===== src/dram_host_pkg.sv =====
// constants and types for the multiplexed dram host controller
package dram_host_pkg;
   localparam int unsigned ADDR_W      = 20;
   localparam int unsigned MUX_W       = 10;
   localparam int unsigned DATA_W      = 16;
   localparam int unsigned BYTE_W      = 8;
   localparam int unsigned CLK_MHZ     = 100;
   // power-up pause and refresh interval
   localparam int unsigned PAUSE_US    = 500;
   localparam int unsigned REF_WIN_US  = 16400;
   localparam int unsigned ROWS        = 1024;
   localparam int unsigned INIT_CYCLES = 8;
   localparam int unsigned PAUSE_CYC   = PAUSE_US * CLK_MHZ;
   // one refresh per row, spread evenly; rounded down as a longest time
   localparam int unsigned REF_GAP_CYC = (REF_WIN_US * CLK_MHZ) / ROWS;
   // strobe phase length in clocks (row/column setup, hold, access)
   localparam int unsigned PHASE_CYC   = 4;
   localparam logic [2:0]  PH_LAST     = 3'(PHASE_CYC - 1);
   localparam logic [3:0]  INIT_LAST   = 4'(INIT_CYCLES);
   localparam logic [9:0]  ROW_ZERO    = 10'h000;

   typedef enum logic [2:0] {
      ST_IDLE = 3'b000,
      ST_ROW  = 3'b001,
      ST_COL  = 3'b011,
      ST_HOLD = 3'b010,
      ST_PRE  = 3'b110
   } phase_e;
endpackage


===== src/byte_lane_dram_ops.sv =====
// host-side controller driving a multiplexed byte-lane dram
`timescale 1ns/1ns
// What this block does
// - lower byte write drives lower pins only
// - upper byte write drives upper pins only
// - word write drives all sixteen pins
// - refresh all 1024 rows every 16.4 ms
// - 500 us pause then eight row cycles
module byte_lane_dram_ops
   import dram_host_pkg::*;
#(
   parameter int unsigned PAUSE_CYCLES = PAUSE_CYC,
   parameter int unsigned REF_GAP      = REF_GAP_CYC
)(
   // clock and reset
   input  wire logic              clk,
   input  wire logic              rst,
   input  wire logic              clk_en,
   // user request
   input  wire logic              req_valid,
   output logic                   req_ready,
   input  wire logic              req_write,
   input  wire logic [1:0]        req_lanes,
   input  wire logic [ADDR_W-1:0] req_addr,
   input  wire logic [DATA_W-1:0] req_wdata,
   output logic                   rsp_valid,
   output logic [DATA_W-1:0]      rsp_rdata,
   output logic                   init_done,
   // dram pins
   output logic                   row_strobe_n,
   output logic                   low_byte_col_strobe_n,
   output logic                   high_byte_col_strobe_n,
   output logic                   store_select_n,
   output logic                   drive_enable_n,
   output logic [MUX_W-1:0]       mux_address,
   input  wire logic [DATA_W-1:0] data_pins_in,
   output logic [DATA_W-1:0]      data_pins_out,
   output logic [DATA_W-1:0]      data_pins_oe
);
   typedef enum logic [1:0] {OP_ACC = 2'b00, OP_ROWREF = 2'b01, OP_CBR = 2'b11} op_e;

   phase_e            st_r;
   op_e               op_r;
   logic [2:0]        ph_cnt_r;
   logic [31:0]       pause_cnt_r;
   logic [31:0]       ref_cnt_r;
   logic              ref_due_r;
   logic [3:0]        init_cnt_r;
   logic              wr_r;
   logic [1:0]        lanes_r;
   logic [ADDR_W-1:0] addr_r;
   logic [DATA_W-1:0] wdata_r;
   logic [MUX_W-1:0]  ref_row_r;
   logic [DATA_W-1:0] din_s1_r;
   logic [DATA_W-1:0] din_s2_r;
   logic              ph_end;
   logic              start_acc;
   logic              start_ref;

   assign ph_end    = (ph_cnt_r == PH_LAST);
   assign req_ready = clk_en && init_done && !ref_due_r && (st_r == ST_IDLE);
   assign start_acc = req_valid && req_ready && (req_lanes != 2'b00);
   // refresh wins over a new access; init cycles use row-only refresh
   // no row cycle at all until the power-up pause has run out
   assign start_ref = clk_en && (st_r == ST_IDLE) && (pause_cnt_r >= PAUSE_CYCLES)
                    && (!init_done || ref_due_r);

   // power-up pause
   always_ff @(posedge clk or posedge rst)
   begin
      if (rst)
         pause_cnt_r <= 32'h0000_0000;
      else if (clk_en && !init_done && pause_cnt_r < PAUSE_CYCLES)
         pause_cnt_r <= pause_cnt_r + 32'h1;
   end

   // eight row-strobe cycles before normal use
   always_ff @(posedge clk or posedge rst)
   begin
      if (rst)
      begin
         init_cnt_r <= 4'h0;
         init_done  <= 1'b0;
      end
      else if (clk_en && st_r == ST_PRE && ph_end && !init_done)
      begin
         init_cnt_r <= init_cnt_r + 4'h1;
         init_done  <= (init_cnt_r + 4'h1 == INIT_LAST);
      end
   end

   // distributed refresh timer; row-only refresh walks all rows
   always_ff @(posedge clk or posedge rst)
   begin
      if (rst)
      begin
         ref_cnt_r <= 32'h0000_0000;
         ref_due_r <= 1'b0;
      end
      else if (clk_en)
      begin
         if (ref_cnt_r >= REF_GAP - 1)
            ref_cnt_r <= 32'h0000_0000;
         else
            ref_cnt_r <= ref_cnt_r + 32'h1;
         // a new tick wins over the clear from the starting refresh
         if (init_done && ref_cnt_r >= REF_GAP - 1)
            ref_due_r <= 1'b1;
         else if (start_ref)
            ref_due_r <= 1'b0;
      end
   end

   // phase sequencer
   always_ff @(posedge clk or posedge rst)
   begin
      if (rst)
      begin
         st_r     <= ST_IDLE;
         op_r     <= OP_ACC;
         ph_cnt_r <= 3'h0;
      end
      else if (clk_en)
      begin
         ph_cnt_r <= (st_r == ST_IDLE || ph_end) ? 3'h0 : ph_cnt_r + 3'h1;
         unique case (st_r)
            ST_IDLE:
               if (start_ref)
               begin
                  op_r <= OP_ROWREF;
                  st_r <= ST_ROW;
               end
               else if (start_acc)
               begin
                  op_r <= OP_ACC;
                  st_r <= ST_ROW;
               end
            ST_ROW:  if (ph_end) st_r <= (op_r == OP_ACC) ? ST_COL : ST_HOLD;
            ST_COL:  if (ph_end) st_r <= ST_HOLD;
            ST_HOLD: if (ph_end) st_r <= ST_PRE;
            ST_PRE:  if (ph_end) st_r <= ST_IDLE;
            default: st_r <= ST_IDLE;
         endcase
      end
   end

   // request capture and refresh row pointer
   always_ff @(posedge clk or posedge rst)
   begin
      if (rst)
      begin
         wr_r      <= 1'b0;
         lanes_r   <= 2'b00;
         addr_r    <= '0;
         wdata_r   <= '0;
         ref_row_r <= ROW_ZERO;
      end
      else if (clk_en)
      begin
         if (start_acc && !start_ref)
         begin
            wr_r    <= req_write;
            lanes_r <= req_lanes;
            addr_r  <= req_addr;
            wdata_r <= req_wdata;
         end
         if (st_r == ST_PRE && ph_end && op_r == OP_ROWREF)
            ref_row_r <= ref_row_r + 10'h001;
      end
   end

   // dram pin drive, all registered; stable through each phase
   always_ff @(posedge clk or posedge rst)
   begin
      if (rst)
      begin
         row_strobe_n           <= 1'b1;
         low_byte_col_strobe_n  <= 1'b1;
         high_byte_col_strobe_n <= 1'b1;
         store_select_n         <= 1'b1;
         drive_enable_n         <= 1'b1;
         mux_address            <= '0;
         data_pins_out          <= '0;
         data_pins_oe           <= '0;
      end
      else if (clk_en)
      begin
         row_strobe_n <= !(st_r == ST_ROW || st_r == ST_COL || st_r == ST_HOLD);
         // row address one cycle before row fall, column address on the same edge as column fall
         if (st_r == ST_IDLE)
            mux_address <= start_ref ? ref_row_r : req_addr[ADDR_W-1:MUX_W];
         else if (st_r == ST_ROW && ph_end)
            mux_address <= addr_r[MUX_W-1:0];
         if (st_r == ST_COL || (st_r == ST_ROW && ph_end && op_r == OP_ACC))
         begin
            low_byte_col_strobe_n  <= !(lanes_r[0] && ph_cnt_r != 3'h0 || st_r == ST_COL && lanes_r[0]);
            high_byte_col_strobe_n <= !(lanes_r[1] && ph_cnt_r != 3'h0 || st_r == ST_COL && lanes_r[1]);
         end
         else if (st_r == ST_HOLD && ph_end)
         begin
            low_byte_col_strobe_n  <= 1'b1;
            high_byte_col_strobe_n <= 1'b1;
         end
         // early write: store select low before column fall
         store_select_n <= !(op_r == OP_ACC && wr_r && (st_r == ST_ROW || st_r == ST_COL));
         drive_enable_n <= !(op_r == OP_ACC && !wr_r && (st_r == ST_COL || st_r == ST_HOLD));
         data_pins_out  <= wdata_r;
         // drive only the written lane, never during a read
         data_pins_oe[BYTE_W-1:0] <= {BYTE_W{op_r == OP_ACC && wr_r && lanes_r[0] &&
                                      (st_r == ST_ROW || st_r == ST_COL || st_r == ST_HOLD)}};
         data_pins_oe[DATA_W-1:BYTE_W] <= {BYTE_W{op_r == OP_ACC && wr_r && lanes_r[1] &&
                                      (st_r == ST_ROW || st_r == ST_COL || st_r == ST_HOLD)}};
      end
   end

   // read data synchroniser; sampled at the end of hold, lanes not read are zero
   always_ff @(posedge clk or posedge rst)
   begin
      if (rst)
      begin
         din_s1_r  <= '0;
         din_s2_r  <= '0;
         rsp_valid <= 1'b0;
         rsp_rdata <= '0;
      end
      else if (clk_en)
      begin
         din_s1_r  <= data_pins_in;
         din_s2_r  <= din_s1_r;
         rsp_valid <= (st_r == ST_HOLD && ph_end && op_r == OP_ACC && !wr_r);
         if (st_r == ST_HOLD && ph_end && op_r == OP_ACC && !wr_r)
            rsp_rdata <= din_s2_r & {{BYTE_W{lanes_r[1]}}, {BYTE_W{lanes_r[0]}}};
      end
   end

   chk_write_oe_off: assert property (@(posedge clk) disable iff (rst)
      !drive_enable_n |-> data_pins_oe == '0) else $error("bus driven during read");
   chk_lane_low: assert property (@(posedge clk) disable iff (rst)
      (!low_byte_col_strobe_n && !store_select_n) |-> !row_strobe_n && drive_enable_n
      && data_pins_oe[BYTE_W-1:0] == {BYTE_W{1'b1}})
      else $error("lower lane misdriven");
   chk_lane_high: assert property (@(posedge clk) disable iff (rst)
      data_pins_oe[DATA_W-1] |-> lanes_r[1] && wr_r) else $error("upper lane misdriven");
   chk_idle_open: assert property (@(posedge clk) disable iff (rst)
      row_strobe_n && $past(row_strobe_n) |-> data_pins_oe == '0)
      else $error("pins driven idle");
   chk_rowref_cas: assert property (@(posedge clk) disable iff (rst)
      op_r == OP_ROWREF |-> low_byte_col_strobe_n && high_byte_col_strobe_n)
      else $error("column strobe in refresh");
   chk_init_wait: assert property (@(posedge clk) disable iff (rst)
      !row_strobe_n |-> pause_cnt_r >= PAUSE_CYCLES || init_done)
      else $error("pause skipped");
   chk_ref_grant: assert property (@(posedge clk) disable iff (rst)
      $rose(ref_due_r) && st_r == ST_IDLE && clk_en |=> !ref_due_r || st_r != ST_IDLE)
      else $error("refresh not started");
   chk_col_after_row: assert property (@(posedge clk) disable iff (rst)
      $fell(low_byte_col_strobe_n) |-> !row_strobe_n) else $error("column before row");
   chk_no_rdy_init: assert property (@(posedge clk) disable iff (rst)
      !init_done |-> !req_ready) else $error("ready before init");
endmodule // byte_lane_dram_ops


===== config.mk =====
export PLATFORM = sky130hd
export DESIGN_NAME = byte_lane_dram_ops
export DESIGN_NICKNAME = d
export VERILOG_FILES = /design/src/dram_host_pkg.sv /design/src/byte_lane_dram_ops.sv
export SDC_FILE = /design/constraint.sdc
export NUM_CORES = 1
export LEC_CHECK = 0
export BUFFER_PORTS_ARGS = -buffer_cell sky130_fd_sc_hd__buf_2
export CAP_MARGIN = 20
export CORE_MARGIN = 4
export CORE_UTILIZATION = 51
export DETAILED_ROUTE_END_ITERATION = 10
export PLACE_DENSITY = 0.75
export SLEW_MARGIN = 30
export SYNTH_ARGS = -nofsm -noshare
export SYNTH_HDL_FRONTEND = slang
export SYNTH_SLANG_ARGS = --single-unit
export TNS_END_PERCENT = 20

===== constraint.sdc =====
create_clock -name clk -period 5.7 [get_ports clk]
set_clock_uncertainty 0.05 [all_clocks]
set_input_delay 0.57 -clock clk [delete_from_list [all_inputs] [get_ports clk]]
set_output_delay 0.57 -clock clk [all_outputs]
set_load 0.01 [all_outputs]

; ---- After elaboration in Yosys (flattened, before gate mapping)
; Index checks and enable logic that the tools add are counted.
[totals]
regBits = 206
in_bits = 59
output_inout_bits = 66
elab_cells = 133
[classes]
n_addsub = 5
n_lt_le_gt_ge = 3
eq_ne = 12
muxes = 20
bitwise_logic = 1
reduce_logical = 67
[ops]
columns = cell, count
row1 = adder 32 x 1 -> 32 bit (second input constant), 2
row2 = logical AND 1 bit, 34
row3 = greater-or-equal comparator 32 x 11 -> 1 bit (second input constant), 1
row4 = greater-or-equal comparator 32 x 16 -> 1 bit (second input constant), 1
row5 = less-than comparator 32 x 16 -> 1 bit (second input constant), 1
row6 = two-way mux 32 bit, 1
row7 = two-way mux 10 bit, 3
row8 = two-way mux 3 bit, 7
row9 = AND 16 bit, 1
row10 = one-hot mux 3 bit (5 select lines), 1
row11 = AND reduction 2 bit, 6
row12 = adder 10 x 1 -> 10 bit (second input constant), 1
row13 = nonzero test 2 bit, 5
row14 = == test 3 x 2 -> 1 bit (second input constant), 3
row15 = logical NOT 1 bit, 9
row16 = logical OR 1 bit, 8
row17 = inequality test 2 bit (second input constant), 4
row18 = two-way mux 1 bit, 6
row19 = AND reduction 6 bit, 1
row20 = adder 4 x 1 -> 4 bit (second input constant), 1
row21 = == test 4 bit (second input constant), 1
row22 = two-way mux 2 bit, 2
row23 = adder 3 x 1 -> 3 bit (second input constant), 1
row24 = == test 3 x 1 -> 1 bit (second input constant), 1
row25 = 7 further kinds, 7

; ---- Logic depth before layout (Yosys ltp)
[depth]
ltp_word = 8
ltp_mapped = 9

; ---- Worst setup path after synthesis
; Ideal clock, no wire load.
[synth_path]
path_type = register to register
start = register ph_cnt_r[0]
end = register init_cnt_r[1]
setup_time_ns = 0.125
t_arrival_ns = 1.869
t_required_ns = 5.525
slack_ns = 3.656
stages_incl_launch_ff = 7
period_less_slack_ns = 2.044
cell_sequence = dfrtp_1 ha_1 ha_1 clkbuf_1 and3_1 nor3b_1 mux2_2
[synth_between]
elab_chain_cells = 3
[synth_lines]
columns = item, line_no
row1 = "start, declared", byte_lane_dram_ops.sv:44  ; logic [2:0] ph_cnt_r;
row2 = "start signal, assigned", byte_lane_dram_ops.sv:125  ; ph_cnt_r <= (st_r == ST_IDLE || ph_end) ? 3'h0 : ph_cnt_r + 3'h1;
row3 = == test 3 x 2 -> 1 bit, byte_lane_dram_ops.sv:60  ; assign ph_end = (ph_cnt_r == PH_LAST);
row4 = logical AND 1 bit (2 in series), byte_lane_dram_ops.sv:85  ; else if (clk_en && st_r == ST_PRE && ph_end && !init_done)
row5 = "end signal, assigned", byte_lane_dram_ops.sv:87  ; init_cnt_r <= init_cnt_r + 4'h1;
row6 = "end, declared", byte_lane_dram_ops.sv:48  ; logic [3:0] init_cnt_r;
; Every way passes these cells.
; A chain may end at the register's enable or synchronous reset.

==> metrics.md <==
| Metric | Value |
|---|---|
| # diodes | 0 |
| Core ar. | 15,900 um2 |
| H-Tree Depth | 4 |
| Crit path kind | primary input to flip-flop |
| Ys async rst share | 100% |
| Filler instances | 1,288 |
| RSZ-0062 raised after global routing | false |
| CP required | 5.94 ns |
| GRT overflow | 0 |
| Vias/cell | 5.31 |
| GR Util met2 | 29.3% |
| Setup violations, final | 0 |
| Clock Tree Buf Depth | 2 |
| EDFF count, synth | 0 |
| Width of the die | 136 um |
| Clock Power Share | 41.5% |
| Clock tree sinks | 198 |
| Sequential power share | 51.5% |
| Final Max Tran Viols | 0 |
| Routed length per placed instance | 15.7 um |
| Final #Nets | 878 |
| Synth warn | 0 |
| CTS Hold Bufs | 0 |
| Met1 usage in global routing | 25.0% |
| Most frequent cells in the layout | 193 x dfrtp_1, 124 x buf_2, 75 x mux2_2 |
| Switch share | 24.7% |
| Final Cycle Share | 51.2% |
| Seq/Total Area, Yosys | 59.5% |
| Combinational share of power | 7.0% |
| Post-CTS Setup Bufs | 0 |
| Core Rows | 46 |
| Peak supply drop | 0.225 mV |
| Initial Util | 52.3% |
| Final core occ | 60.6% |
| Primary FF master, synth | dfrtp_1 |
| Mapped Nets | 791 |
| Worst Setup End Kind | flip-flop |
| Cell area after synthesis | 8340 um2 |
| Worst min-delay path category | primary input to asynchronous set/reset pin |
| Relative slew slack | 45.1% |
| Gr usage total | 18.9% |
| Cells along the critical path | buf_2 -> buf_4 -> nand4_1 -> nor3_1 -> nand3_1 -> xor2_1 -> nor2_1 |
| CP Max Fanout | 47 |
| Slowest cell on crit path | nor3_1 |
| Multi-input logic area | 3070 um2 |
| Worst path arrival time | 3.16 ns |
| Worst-Margin Slew | 0.821 ns |
| Synth Instances | 723 |
| Drt total wl | 16,400 um |
| Num CTS Buffers | 17 |
| Max incr delay on CP | 0.64 ns |
| Initial drt markers | 393 |
| Final RePlAce weighted congestion | 0.808 |
| ANT nets after route | 0 |
| Initial antenna violation count | 0 |
| Fraction of layout cells with a size suffix above 1 | 31.1% |
| Pwr/cell area | 310 nW/um2 |
| Total number of vias | 5,517 |
| CTS tree | built |
| Top Usage Layer GRT | met2 |
| Die ar. | 18,500 um2 |
| Syn_area_per_cell | 11.5 um2 |
| Clock transition at path regs | 0.07 ns |
| Final worst path period need | 2.92 ns |
| Lkg Pwr | 4.87 nW |
| Drt drc | 0 |
| Max frequency | 0.343 GHz |
| Internal Power | 2.26 mW |
| Final setup TNS | 0 ns |
| Port bufs | 124 |
| IO Pins | 125 |
| Sw Pwr | 0.740 mW |
| First-pass GRT wire length | 27,800 um |
| Hold Vio Cnt, Final | 0 |
| Synthesized flop and latch total | 198 |
| Largest net degree at the start of global routing | 125 |
| Worst Setup Start Kind | primary input |
| Dpl hpwl | 11,000 um |
| Root Driver | clkbuf_16 |
| FF+latch area | 4960 um2 |
| Area delta synth->final | 15.9% |
| Netlist cell types | 48 |
| First drt pass iteration count | 4 |
| Outcome | complete, no violations |
| Max-cap violation count | 0 |
| Vias in the first global route | 5,564 |
| Met3 usage | 6.66% |
| Clk_lat worst skew | 0.43 ns |
| Commonest non-fill, non-tap cell in the layout | dfrtp_1 |
| Cts repair resizes | 0 |
| Total power | 3.00 mW |
| Die span in y | 136 um |
-- synth_stat cells (5+ instances only) --
master | number | area share, %
xnor2_1 | 25 | 2.6
and4_1 | 5 | 0.53
inv_1 | 13 | 0.59
mux2_2 | 75 | 10
dfrtp_1 | 193 | 58
nand3_1 | 60 | 3.6
buf_2 | 6 | 0.36
dfstp_2 | 5 | 1.6
nand4_1 | 10 | 0.75
and3_1 | 15 | 1.1
nand2_1 | 72 | 3.2
nor2_1 | 55 | 2.5
nor3_1 | 9 | 0.54
ha_1 | 9 | 1.4
o21ai_0 | 15 | 0.90
clkbuf_1 | 40 | 1.8
a21oi_1 | 31 | 1.9
buf_4 | 14 | 1.3
nor4_1 | 5 | 0.38
nor4_2 | 6 | 0.90
a31oi_1 | 13 | 0.98
xor2_1 | 10 | 1.1
-- metrics by stage --
step / setup slack, ns / cells / instance area (um2) / hold slack (ns)
after global placement: 2.45 / 1006 / 8990 / 0.333
after CTS: 2.83 / 1039 / 9660 / 0.187
after global routing: 2.56 / 1039 / 9660 / 0.200
after floorplan: 2.52 / 723 / 8340 / 0.389
after detailed placement: 2.39 / 1007 / 9040 / 0.336
final: 2.78 / 1039 / 9660 / 0.163
-- metal layers --
metal  part of all wire [%]  wire [um]  vias up
met3                    6.4       1050       23
met2                     47       7740      134
met5                      0          0        -
met1                     44       7190     2700
met4                    2.3        378        0
li1                       -          -     2660
-- layout make-up --
cell class	count	share of cell area (%)
clock buffer	18	4.55
clock inverter	14	1.85
multi-input combinational	451	31.7
sequential	198	51.4
tap	216	2.80
inverter	13	0.544
timing repair buffer	129	7.15
-- worst paths after layout --
check                      depth (start not counted)               to  slack [ns]       startpoint
setup / recovery                                   7    ref_cnt_r[15]        2.78           clk_en
hold / removal                                     3      wdata_r[10]        0.16              rst
setup reg to reg                                   5        addr_r[2]        3.08          st_r[1]
hold reg to reg                                    0  pause_cnt_r[27]        0.35  pause_cnt_r[27]
max in group asynchronous                          4    ref_cnt_r[15]        4.53              rst
min in group clk                                   2       wdata_r[6]        0.30     req_wdata[6]
-- registers in the layout, indices dropped and copies added (netlist names), 2 cells and up --
name,cells
lanes_r,2
ph_cnt_r,3
addr_r,10
din_s2_r,16
data_pins_out,16
din_s1_r,16
data_pins_oe,2
ref_row_r,10
pause_cnt_r,32
wdata_r,16
st_r,3
rsp_rdata,16
init_cnt_r,4
mux_address,10
ref_cnt_r,32
-- logic make-up after synthesis --
logic type | Yosys count | synth area share [%]
buffers and inverters | 74 | 4.13
and+or+nand+nor | 252 | 15.2
DFF | 198 | 59.5
muxes | 80 | 10.8
adders and majority gates | 9 | 1.35
xor gates and xnor gates | 35 | 3.68
AOI/OAI and AO/OA | 75 | 5.34
-- power groups by stage --
stage | Clock, mW | Sequential [mW] | Combinational, mW
3_3_place_gp | 0 | 1.57 | 0.199
2_1_floorplan | 0 | 1.56 | 0.148
3_5_place_dp | 0 | 1.57 | 0.211
6_report | 1.24 | 1.54 | 0.210
4_1_cts | 1.27 | 1.54 | 0.214
5_1_grt | 1.33 | 1.55 | 0.236
-- critical path, delay by kind of cell --
kind | cells | cell delay (ns)
xor gates and xnor gates | 1 | 0.17
and+or+nand+nor | 4 | 1.28
buffers and inverters | 2 | 1.08
(Power assumes the default switching activity.)
